<file path="src/irqg_map.vh">
// Register map, field layout, reset values and timing constants of the interrupt request generator.
`ifndef IRQG_MAP_VH
`define IRQG_MAP_VH

// Register byte offsets.
`define IRQG_CTRL_OFS       12'h000
`define IRQG_VEC_LO_OFS     12'h004
`define IRQG_VEC_HI_OFS     12'h008
`define IRQG_STAT_OFS       12'h00C
`define IRQG_MASK_OFS       12'h010
`define IRQG_PEND_OFS       12'h014

// Control register fields.
`define IRQG_CTRL_LOGEN_BIT 0
`define IRQG_CTRL_SYNC_BIT  1
`define IRQG_CTRL_ADLOG_BIT 2

// Vector field width; source n uses bits 4n+3..4n of the vector registers.
`define IRQG_VEC_W          4
`define IRQG_VEC_MAX        4'h9
`define IRQG_NSRC           9

// Reset values.
`define IRQG_CTRL_RST       32'h00000000
`define IRQG_VEC_RST        36'h000000000
`define IRQG_MASK_RST       9'h000

// Issue intervals in microseconds and the clock rate in MHz.
`define IRQG_CLK_MHZ        25
`define IRQG_FAST_US        50
`define IRQG_SLOW_US        100
`define IRQG_FAST_CYC       (`IRQG_FAST_US * `IRQG_CLK_MHZ)
`define IRQG_SLOW_CYC       (`IRQG_SLOW_US * `IRQG_CLK_MHZ)

// Last count of each interval, one less than its length in cycles.
`define IRQG_FAST_MAX       12'h4E1
`define IRQG_SLOW_MAX       12'h9C3

`endif

</file>
<file path="src/irqg_top.v">
// Interrupt request generator with APB register access.
//
// The implementer's own choices: the APB register port and the address map.
`timescale 1ns/10ps
`default_nettype none
`include "irqg_map.vh"

// Notes on behaviour
// A rising signal on any of eight terminals raises a request.
// A full continuous logging block raises a request.
// At most nine sources, each tied to one host vector.
// Terminals 0 to 7 and logging-full each take a vector 1 to 9.
// Counter blocks drive the terminals on event or compare match.
// Software should program a nonzero compare value.
// A source without a vector never raises a request.
// Logging-full needs its own enable besides a vector.
// A new occurrence after service raises a new request.
// Requests are issued on a fixed 50 us interval.
// Repeats of a source within one interval are dropped.
// Sync high-speed mode or analog logging slows issue to 100 us.
// Cause to request delay stays within 200 us while logging.
// The host services simultaneous requests by vector priority.
// A pending flag per source is set on occurrence, cleared on issue.
module irqg_top (
    // Clock and reset.
    input  wire        clk_i,
    input  wire        rst_n_i,
    // APB slave.
    input  wire        psel_i,
    input  wire        penable_i,
    input  wire        pwrite_i,
    input  wire [11:0] paddr_i,
    input  wire [31:0] pwdata_i,
    output reg  [31:0] prdata_o,
    output wire        pready_o,
    output wire        pslverr_o,
    // Event sources.
    input  wire [7:0]  si_term_i,
    input  wire        log_full_i,
    // Requests toward the host, one per vector 1 to 9 at bit index vector-1.
    output reg  [8:0]  host_req_o,
    // Level interrupt from sticky status.
    output wire        irq_o
);

    // Sources 0 to 7 are the terminals and source 8 is the logging-full condition.
    // Each source passes a synchroniser and an edge filter, is gated by its
    // vector and enables, and waits in a pending flag until the interval end.
    // At that end every pending source with a legal vector leaves as one request pulse on the bit
    // of its vector, and its status bit is set for the level interrupt.
    // Repeats inside one interval merge into the single pending flag.
    reg  [31:0] ctrl;
    reg  [35:0] vec_map;
    reg  [8:0]  stat;
    reg  [8:0]  mask;
    reg  [8:0]  pend;
    reg  [11:0] tick_cnt;
    reg  [7:0]  si_s1;
    reg  [7:0]  si_s2;
    reg  [7:0]  si_s3;
    reg         lf_s1;
    reg         lf_s2;
    reg         lf_s3;
    reg  [8:0]  src_lvl;
    wire [8:0]  src_raw;
    wire [8:0]  src_rise;
    wire [8:0]  src_ok;
    wire [8:0]  occur;
    wire        slow_mode;
    wire [11:0] tick_max;
    wire        tick;
    wire        wr_en;
    wire        rd_en;
    wire        bad_addr;
    wire [8:0]  agree;
    wire [8:0]  stat_clr;
    wire [8:0]  stat_set;
    reg  [8:0]  next_req;
    reg  [31:0] next_rdata;
    integer     i;
    integer     j;

    // Interval end counts; the slow interval is twice as long as the fast one.
    localparam [11:0] FAST_MAX = `IRQG_FAST_MAX;
    localparam [11:0] SLOW_MAX = `IRQG_SLOW_MAX;

    // Returns the vector field of one source.
    function [3:0] vec_of;
        input [35:0] map;
        input [3:0]  idx;
        begin
            vec_of = map[idx*4 +: 4];
        end
    endfunction

    // Tells whether a vector field names a legal host vector.
    function vec_valid;
        input [3:0] v;
        begin
            vec_valid = (v != 4'h0) && (v <= `IRQG_VEC_MAX);
        end
    endfunction

    // Tells whether an offset names one of the six registers.
    function is_mapped;
        input [11:0] a;
        begin
            is_mapped = (a == `IRQG_CTRL_OFS) || (a == `IRQG_VEC_LO_OFS) ||
                        (a == `IRQG_VEC_HI_OFS) || (a == `IRQG_STAT_OFS) ||
                        (a == `IRQG_MASK_OFS) || (a == `IRQG_PEND_OFS);
        end
    endfunction

    // Three-stage synchronisers; a change counts once stages two and three agree.
    // The terminals and the logging-full level come from outside this clock,
    // so the first stage may go metastable and is read by nothing else.
    // The reset values match the idle low level, so no false edge follows reset.
    always @(posedge clk_i or negedge rst_n_i) begin
        if (!rst_n_i) begin
            si_s1 <= 8'h00;
            si_s2 <= 8'h00;
            si_s3 <= 8'h00;
            lf_s1 <= 1'b0;
            lf_s2 <= 1'b0;
            lf_s3 <= 1'b0;
        end else begin
            si_s1 <= si_term_i;
            si_s2 <= si_s1;
            si_s3 <= si_s2;
            lf_s1 <= log_full_i;
            lf_s2 <= lf_s1;
            lf_s3 <= lf_s2;
        end
    end

    // Filtered level that changes only when stages two and three agree.
    always @(posedge clk_i or negedge rst_n_i) begin
        if (!rst_n_i) begin
            src_lvl <= 9'h000;
        end else begin
            for (i = 0; i < 8; i = i + 1) begin
                if (si_s2[i] == si_s3[i]) begin
                    src_lvl[i] <= si_s3[i];
                end
            end
            if (lf_s2 == lf_s3) begin
                src_lvl[8] <= lf_s3;
            end
        end
    end

    // Occurrence is a rising edge of the filtered level, taken per source.
    // A bit whose stages two and three disagree is still settling and
    // cannot start an occurrence; a glitch on one terminal thus neither
    // hides nor fakes the edge of another.
    assign src_raw  = {lf_s3, si_s3};
    assign agree    = ~({lf_s2, si_s2} ^ src_raw);
    assign src_rise = src_raw & agree & ~src_lvl;

    // A source counts only with a legal vector; logging-full also needs its enable.
    genvar g;
    generate
        for (g = 0; g < `IRQG_NSRC; g = g + 1) begin : gen_ok
            // Source index in the width of the vector function's argument.
            localparam [3:0] SRC_IDX = g;
            if (g == 8) begin : gen_log
                assign src_ok[g] = vec_valid(vec_of(vec_map, SRC_IDX)) &&
                                   ctrl[`IRQG_CTRL_LOGEN_BIT];
            end else begin : gen_si
                assign src_ok[g] = vec_valid(vec_of(vec_map, SRC_IDX));
            end
        end
    endgenerate
    assign occur = src_rise & src_ok;

    // Issue interval counter; the slow interval applies in sync or analog logging mode.
    assign slow_mode = ctrl[`IRQG_CTRL_SYNC_BIT] | ctrl[`IRQG_CTRL_ADLOG_BIT];
    // The counter restarts from zero at each interval end, so an interval
    // spans the end count plus one cycles. A mode change takes effect at
    // once: a count already past the new end closes the interval early.
    assign tick_max  = slow_mode ? SLOW_MAX : FAST_MAX;
    assign tick      = (tick_cnt >= tick_max);

    always @(posedge clk_i or negedge rst_n_i) begin
        if (!rst_n_i) begin
            tick_cnt <= 12'h000;
        end else if (tick) begin
            tick_cnt <= 12'h000;
        end else begin
            tick_cnt <= tick_cnt + 12'h001;
        end
    end

    // Pending flags: set wins over the clear on issue, so a cause in the issue cycle waits.
    // The flags are cleared at each interval end and reloaded with any cause
    // of that same cycle, so the worst delay is one interval, well under the
    // response limit in either mode.
    always @(posedge clk_i or negedge rst_n_i) begin
        if (!rst_n_i) begin
            pend <= 9'h000;
        end else if (tick) begin
            pend <= occur;
        end else begin
            pend <= pend | occur;
        end
    end

    // Map pending sources onto their vectors as one-cycle request pulses.
    always @* begin
        next_req = 9'h000;
        for (j = 0; j < `IRQG_NSRC; j = j + 1) begin
            // A vector cleared after the cause was taken drops the request.
            if (tick && pend[j] && vec_valid(vec_of(vec_map, j[3:0]))) begin
                next_req[vec_of(vec_map, j[3:0]) - 4'h1] = 1'b1;
            end
        end
    end

    // Request pulses leave from flip-flops, one cycle long, in the cycle
    // after the interval end.
    always @(posedge clk_i or negedge rst_n_i) begin
        if (!rst_n_i) begin
            host_req_o <= 9'h000;
        end else begin
            host_req_o <= next_req;
        end
    end

    // APB decode; zero wait states.
    // Every access completes in its first access cycle. An unmapped offset
    // answers with an error, its write is dropped and its read returns zero,
    // so a stray access can never disturb the vector map.
    assign pready_o  = 1'b1;
    assign bad_addr  = !is_mapped(paddr_i);
    assign pslverr_o = psel_i & penable_i & bad_addr;
    assign wr_en     = psel_i & penable_i & pwrite_i & ~bad_addr;
    assign rd_en     = psel_i & ~penable_i & ~pwrite_i;

    // Software registers.
    // Writes land at the access edge. Unused control bits read as zero, and
    // the upper vector register keeps only the logging source's field.
    // Changing a vector takes effect at once, also for causes already pending.
    always @(posedge clk_i or negedge rst_n_i) begin
        if (!rst_n_i) begin
            ctrl    <= `IRQG_CTRL_RST;
            vec_map <= `IRQG_VEC_RST;
            mask    <= `IRQG_MASK_RST;
        end else if (wr_en) begin
            if (paddr_i == `IRQG_CTRL_OFS) begin
                ctrl <= {29'h0, pwdata_i[2:0]};
            end else if (paddr_i == `IRQG_VEC_LO_OFS) begin
                vec_map[31:0] <= pwdata_i;
            end else if (paddr_i == `IRQG_VEC_HI_OFS) begin
                vec_map[35:32] <= pwdata_i[3:0];
            end else if (paddr_i == `IRQG_MASK_OFS) begin
                mask <= pwdata_i[8:0];
            end
        end
    end

    // Status clear strobes come from a write of ones; set strobes come from
    // every source pending at the interval end, also one whose request is dropped.
    assign stat_clr = (wr_en && (paddr_i == `IRQG_STAT_OFS)) ? pwdata_i[8:0] : 9'h000;
    assign stat_set = tick ? pend : 9'h000;

    // Sticky status: set on each source pending at the interval end; write one clears; set wins,
    // so an issue that meets a clear in one cycle is never lost.
    always @(posedge clk_i or negedge rst_n_i) begin
        if (!rst_n_i) begin
            stat <= 9'h000;
        end else begin
            stat <= (stat & ~stat_clr) | stat_set;
        end
    end

    // Level interrupt, high while any unmasked status bit is set.
    assign irq_o = |(stat & mask);

    // Read multiplexer; unmapped offsets read as zero.
    always @* begin
        next_rdata = 32'h00000000;
        if (paddr_i == `IRQG_CTRL_OFS) begin
            next_rdata = ctrl;
        end else if (paddr_i == `IRQG_VEC_LO_OFS) begin
            next_rdata = vec_map[31:0];
        end else if (paddr_i == `IRQG_VEC_HI_OFS) begin
            next_rdata = {28'h0000000, vec_map[35:32]};
        end else if (paddr_i == `IRQG_STAT_OFS) begin
            next_rdata = {23'h000000, stat};
        end else if (paddr_i == `IRQG_MASK_OFS) begin
            next_rdata = {23'h000000, mask};
        end else if (paddr_i == `IRQG_PEND_OFS) begin
            next_rdata = {23'h000000, pend};
        end
    end

    // Read data registered in the setup phase and held until the next read,
    // so it stands through the access phase without a wait state.
    always @(posedge clk_i or negedge rst_n_i) begin
        if (!rst_n_i) begin
            prdata_o <= 32'h00000000;
        end else if (rd_en) begin
            prdata_o <= next_rdata;
        end
    end

endmodule
`default_nettype wire

</file>
<file path="config.mk">
export PLATFORM = sky130hd
export DESIGN_NAME = irqg_top
export DESIGN_NICKNAME = d
export VERILOG_FILES = /design/src/irqg_top.v
export VERILOG_INCLUDE_DIRS = /design/src
export SDC_FILE = /design/constraint.sdc
export NUM_CORES = 1
export LEC_CHECK = 0
export BUFFER_PORTS_ARGS = -buffer_cell sky130_fd_sc_hd__buf_2
export CAP_MARGIN = 10
export CORE_ASPECT_RATIO = 0.8
export CORE_MARGIN = 3
export CORE_UTILIZATION = 25
export DETAILED_ROUTE_END_ITERATION = 16
export GPL_ROUTABILITY_DRIVEN = 0
export SKIP_LAST_GASP = 1
export SYNTH_ARGS = -nofsm -noshare
export SYNTH_HDL_FRONTEND = slang
export SYNTH_SLANG_ARGS = --single-unit
</file>
<file path="constraint.sdc">
create_clock -name clk_i -period 2.35 [get_ports clk_i]
set_clock_uncertainty 0.1 [all_clocks]
set_input_delay 0.47 -clock clk_i [delete_from_list [all_inputs] [get_ports clk_i]]
set_output_delay 0.47 -clock clk_i [all_outputs]
set_load 0.02 [all_outputs]
</file>
==> results of run 1 <==
-- repair_timing --
item | CTS | global route
gates resized for setup | 0 | 3
hold buffers | 1 | 0
hold endpoints to repair | 28 | 0
endpoints found under the setup margin | 0 | 13
-- sequential cells by signal, indices dropped and copies added (netlist names) --
| name | flops |
|---|---|
| lf_s3 | 1 |
| si_s1 | 8 |
| stat | 9 |
| lf_s2 | 1 |
| src_lvl | 9 |
| mask | 9 |
| tick_cnt | 12 |
| lf_s1 | 1 |
| si_s3 | 8 |
| vec_map | 36 |
| pend | 9 |
| prdata_o | 32 |
| host_req_o | 9 |
| si_s2 | 8 |
| ctrl | 3 |
-- worst max-delay path, delay by kind of cell, from the launching register on --
family | cells | cell delay, ns
flops | 1 | 0.40
buf+inv | 1 | 0.19
simple gates | 1 | 0.17
compound gates | 1 | 0.50
-- metrics by stage --
step                std cells  worst slack [ns]  hold slack [ns]
floorplan                 646           0.09090          0.07441
global placement         1120            0.1269           0.2316
detailed placement       1120            0.1007           0.2410
CTS                      1153           0.08549          0.02819
global route             1153         -0.006053          0.02995
finish                   1153           0.08814          0.05155
-- cell type report --
class	instances	area, sq um	area share (%)
Sequential cell	155	3879	42.08
Multi-Input combinational cell	446	3313	35.94
Timing Repair Buffer	141	908.4	9.855
Tap cell	370	462.9	5.022
Clock buffer	20	456.7	4.955
Clock inverter	12	163.9	1.778
Inverter	9	33.78	0.3665
-- cells in the final DEF (no fill, tap or decap), drive strengths merged, types with 11 or more instances in the layout --
master  synthesis  layout
nand2b         17      17
o21ai          27      27
mux2           60      60
nor2           25      25
buf            18     140
nor3           41      41
nand2          43      43
o22ai          24      24
nand3b         16      16
clkbuf         18      20
ha             12      12
inv             9      11
dfrtp         155     155
a22o           24      24
-- final timing paths --
kind	startpoint	to
max	stat[2]$_DFF_PN0_	irq_o
min	si_term_i[1]	si_s1[1]$_DFF_PN0_
max reg2reg	ctrl[1]$_DFFE_PN0P_	pend[0]$_DFF_PN0_
min reg2reg	si_s1[6]$_DFF_PN0_	si_s2[6]$_DFF_PN0_
max in group asynchronous	rst_n_i	si_s1[4]$_DFF_PN0_
min in group asynchronous	rst_n_i	prdata_o[3]$_DFFE_PN0P_
-- cells by family (layout without fill, tap and decap cells) --
logic type,count (synthesis),count (layout),synth area share (%)
compound gates,146,146,14.36
simple gates,212,212,17.09
buf+inv,45,182,3.189
flops,155,155,52.30
xor+xnor,9,9,1.063
fa+ha+maj,13,13,2.160
other cells,1,1,0.05057
mux,65,65,9.786
-- layer usage --
layer  GRT usage, %  wire length (um)  up-vias
li1               -                 -     2704
met5              0                 0        -
met1          22.27             11270     2922
met3          4.366              1772       24
met2          18.84              8857      233
met4          3.704               323        0
-- power breakdown --
part / internal [mW] / leakage (nW) / total, mW / switching [mW]
Combinational: 0.128 / 1.75 / 0.299 / 0.172
Sequential: 2.73 / 2.02 / 2.76 / 0.0363
Clock: 1.74 / 0.295 / 2.91 / 1.16
==> impl_results.md, run 1 <==
* Status: finished, final reports clean
* Vias per inst at 5.102
* Initial core utilization at 25.78%
* Placed Area at 0.008571 sq mm
* Initial antenna violation count at 0
* R2r setup slk at 0.10 ns
* Post-synthesis async set-or-reset flop share at 100.0%
* CP cell instances: a222oi_1 -> nand3_1 -> buf_2
* Vias at 5883
* Distinct cells, synth at 74
* Worst-Skew Late Latency at 0.43 ns
* Max Root-Sink Buffers at 2
* Relative slew margins at 58.92%
* Sequential-to-total area share from yosys stat at 52.30%
* Synth Instances at 646
* Synth area leader: dfrtp_1
* Layout cells sized above 1 at 33.21%
* Hold path cells at 1
* Part of the cycle the worst path needs at 96.25%
* Power Total at 5.968 mW
* Static leakage at 4.060 nW
* Final Net Count at 840
* Fillers at 2948
* Die area at 0.03178 sq mm
* Final Setup Violations at 0
* Syn Nets at 716
* Critical path arrival at 1.69 ns
* DR WL/cell at 19.28 um
* CTS clk-pin slew, worst paths at 0.07 ns
* Pwr per Cell Area at 647.5 mW/mm^2
* Critical Path Start Type: flop
* Final instance area at 0.009218 sq mm
* Root Buffer: clkbuf_16
* Critical Path RT at 1.78 ns
* Die Y at 160.0 um
* Number of diodes at 0
* Cells on worst reg2reg path at 6
* Ys flop type: dfrtp_1
* Total iterations of the first detailed-routing run at 5
* RSZ-0062 raised after global routing: true
* Fin. max-slew vios at 0
* Detailed Route WL at 22230 um
* Area fraction of the dominant cell type after synthesis at 52.30%
* Crit Path Category: reg2out
* Hold Crit Class: in2reg
* Final ANT Viol Nets at 0
* Register bit count reported by yosys at 155
* Total GRT Usage at 14.30%
* Count leader, synth: dfrtp_1
* Synthesized area per cell at 11.48 sq um
* DIE WIDTH at 198.6 um
* Most frequent cells after synthesis: 155 x dfrtp_1, 60 x mux2_2, 43 x nand2_1, 39 x nor3_1, 26 x o21ai_0
* Slew @ Worst Pin at 0.6106 ns
* CTS Buf Count at 17
* Crit path capture type: output port
* Number of H-tree levels at 4
* Post-synth design cell area at 0.007416 sq mm
* CP max stage cell: a222oi_1
* Io pins at 102
* Largest net degree at the start of global routing at 54
* Drc violations at 0
* # clock sinks at 155
* Final core utilization at 32.04%
* Post-synth EDFFs at 0
* Number of global-route vias before repair at 5789
* Post-CTS setup buffer count at 0
* Maximum fanout along the worst path at 3
* Grt ovf at 0
* Yosys warnings at 0
* Core Footprint at 0.02877 sq mm
* Setup_tns at 0 ns
* Final Hold Fails at 0
* Starting DRT DRC Count at 669
* Final min period at 2.262 ns
* P&R area growth vs syn at 24.30%
* Max Cap Viol at 0
* CTS tree: done
* Fmax achieved at 442.1 MHz
* First-pass GRT wire length at 34890 um
* Top cells by area, synth: dfrtp_1 52%, mux2_2 9.1%, a22o_1 2.8%, nor3_1 2.6%, nand2_1 2.2%
* Row count at 55
* Placed wire-length estimate at 16790 um
* CP max stage delay at 0.50 ns
* Worst ir drop on vdd at 0.0004911 V
* PortBufs at 100
(Power assumes the default switching activity.)
==> run 2, diff against run 1 <==
==> constraint.sdc (replaced) <==
create_clock -name clk_i -period 2.5 [get_ports clk_i]
set_clock_uncertainty 0.1 [all_clocks]
set_input_delay 0.5 -clock clk_i [delete_from_list [all_inputs] [get_ports clk_i]]
set_output_delay 0.5 -clock clk_i [all_outputs]
set_load 0.02 [all_outputs]
==> run 2 against run 1 <==
  * Sequential power shrank 6%
  * Global-route usage shrank 0.21 points
  * Register-to-register slack gained 0.05 ns
==> impl_results.md, run 2 (synthesized netlist as in run 1, its figures left out) <==
* First-pass GRT wire length at 34570 um (-0.93%)
* CP max stage cell: nor4_4
* Largest register FFs at 36 (unchanged)
* Fmax achieved at 422.0 MHz
* CTS-repair resized insts at 0 (unchanged)
* Final Net Count at 831 (-1.1%)
* Power Total at 5.364 mW (-10%)
* CTS clk-pin slew, worst paths at 0.06 ns (about the same)
* CP cell instances: buf_2 -> nor4_4 -> and3_1 -> a21oi_1 -> buf_2
* Slew @ Worst Pin at 0.5594 ns (-0.05112 ns)
* Final ANT Viol Nets at 0 (unchanged)
* Die Y at 160.0 um (unchanged)
* Largest regs: vec_map: 36 flops, prdata_o: 32 flops, tick_cnt: 12 flops
* Final instance area at 0.009051 sq mm (-1.8%)
* Final Setup Violations at 0 (unchanged)
* P&R area growth vs syn at 22.05%
* Total iterations of the first detailed-routing run at 5 (unchanged)
* Largest net degree at the start of global routing at 54 (unchanged)
* Vias per inst at 5.144 (+0.82%)
* CP max stage delay at 0.47 ns (-0.03 ns)
* Setup ws final at 0.1304 ns (+0.04228 ns)
* RSZ-0062 raised after global routing: false
* Total GRT Usage at 14.09% (-0.21 points)
* Root Buffer: clkbuf_16
* Io pins at 102 (unchanged)
* Final min period at 2.370 ns
* Initial antenna violation count at 2 (+2)
* Worst-Skew Late Latency at 0.42 ns (about the same)
* Part of the cycle the worst path needs at 94.78%
* Layout cells sized above 1 at 32.17% (-1.0 points)
* DR WL/cell at 19.20 um (-0.38%)
* Hold Crit Class: in2reg
* Drc violations at 0 (unchanged)
* Detailed Route WL at 21970 um (-1.2%)
* Final Hold Fails at 0 (unchanged)
* CTS Buf Count at 17 (unchanged)
* Critical Path RT at 1.90 ns (+0.12 ns)
* CTS tree: done
* Status: finished, final reports clean
* Critical Path Start Type: input port
* Placed Area at 0.008478 sq mm (-1.1%)
* Number of H-tree levels at 4 (unchanged)
* Crit path capture type: output port
* Fin. max-slew vios at 0 (unchanged)
* Final core utilization at 31.47% (-0.58 points)
* Vias at 5885 (+0.034%)
* Maximum fanout along the worst path at 7 (+4)
* Register with the most flip-flops: vec_map
* Number of global-route vias before repair at 5840 (+0.88%)
* Most frequent cells in the layout: 155 x dfrtp_1, 99 x buf_2, 60 x mux2_2
* Critical path arrival at 1.77 ns (+0.08 ns)
* Core Footprint at 0.02877 sq mm (unchanged)
* Worst ir drop on vdd at 0.0004378 V (-11%)
* Pre-CTS WS at 0.1242 ns (+0.02349 ns)
* # clock sinks at 155 (unchanged)
* Die area at 0.03178 sq mm (unchanged)
* Relative slew margins at 62.70% (+3.8 points)
* Crit Path Category: in2out
* Initial core utilization at 25.78% (unchanged)
* Grt ovf at 0 (unchanged)
* Number of diodes at 0 (unchanged)
* Max Cap Viol at 0 (unchanged)
* PortBufs at 100 (unchanged)
* Static leakage at 3.971 nW (-2.2%)
* CP delay by family, top: simple AND/OR/NAND/NOR gates
* Row count at 55 (unchanged)
* Leading cell type in the layout, fill and taps excluded: dfrtp_1
* Starting DRT DRC Count at 492 (-26%)
* Pwr per Cell Area at 592.6 mW/mm^2 (-8.5%)
* Setup_tns at 0 ns (unchanged)
* Crit path top cell by count: buf_2
* Max Root-Sink Buffers at 2 (unchanged)
* Placed wire-length estimate at 16310 um (-2.9%)
* DIE WIDTH at 198.6 um (unchanged)
* Worst Path Buf+Inv at 2 (+1)
* Fillers at 2957 (+0.31%)
## run 2: through the flow
| step | hold WS, ns | std cells |
|---|---|---|
| 4_1_cts | 0.06227 | 1144 |
| 6_report | 0.08460 | 1144 |
| 5_1_grt | 0.06360 | 1144 |
| 2_1_floorplan | 0.1044 | 646 |
| 3_5_place_dp | 0.2347 | 1111 |
| 3_3_place_gp | 0.2317 | 1111 |
## run 2: metal layers
layer	up-vias	global-route usage (%)	part of all wire (%)
met3	22	4.261	9.0
met5	-	0	0.096
li1	2676	-	-
met4	4	3.895	1.3
met2	225	19.17	41
met1	2958	21.38	49
## run 2: report_power, final
part | internal [mW] | switching [mW]
Sequential | 2.56 | 0.0339
Combinational | 0.118 | 0.160
Clock | 1.40 | 1.09
## run 2: final timing paths
path | from | to | slack, ns | depth (start not counted)
hold / removal | si_term_i[2] | si_s1[2]$_DFF_PN0_ | 0.08 | 1
setup / recovery | paddr_i[10] | pslverr_o | 0.13 | 5
min in group asynchronous | rst_n_i | prdata_o[3]$_DFFE_PN0P_ | 0.54 | 2
hold reg to reg | lf_s1$_DFF_PN0_ | lf_s2$_DFF_PN0_ | 0.24 | 0
max in group asynchronous | rst_n_i | si_s3[1]$_DFF_PN0_ | 1.11 | 3
setup reg to reg | ctrl[1]$_DFFE_PN0P_ | host_req_o[1]$_DFF_PN0_ | 0.15 | 6
## run 2: what timing repair did
| item | in CTS | in global routing |
|---|---|---|
| hold endpoints to repair | 49 | 0 |
| hold buffers | 1 | 0 |
| buffers inserted | 0 | 0 |
## run 2: layout make-up
class | count | area (sq um) | area share, %
well taps | 370 | 462.9 | 5.115
clock buffers | 19 | 442.9 | 4.894
inverters | 9 | 33.78 | 0.3732
multi-input cells | 446 | 3301 | 36.47
repair buffers | 132 | 812.0 | 8.972
clock inverters | 13 | 120.1 | 1.327
flip-flops and latches | 155 | 3879 | 42.85
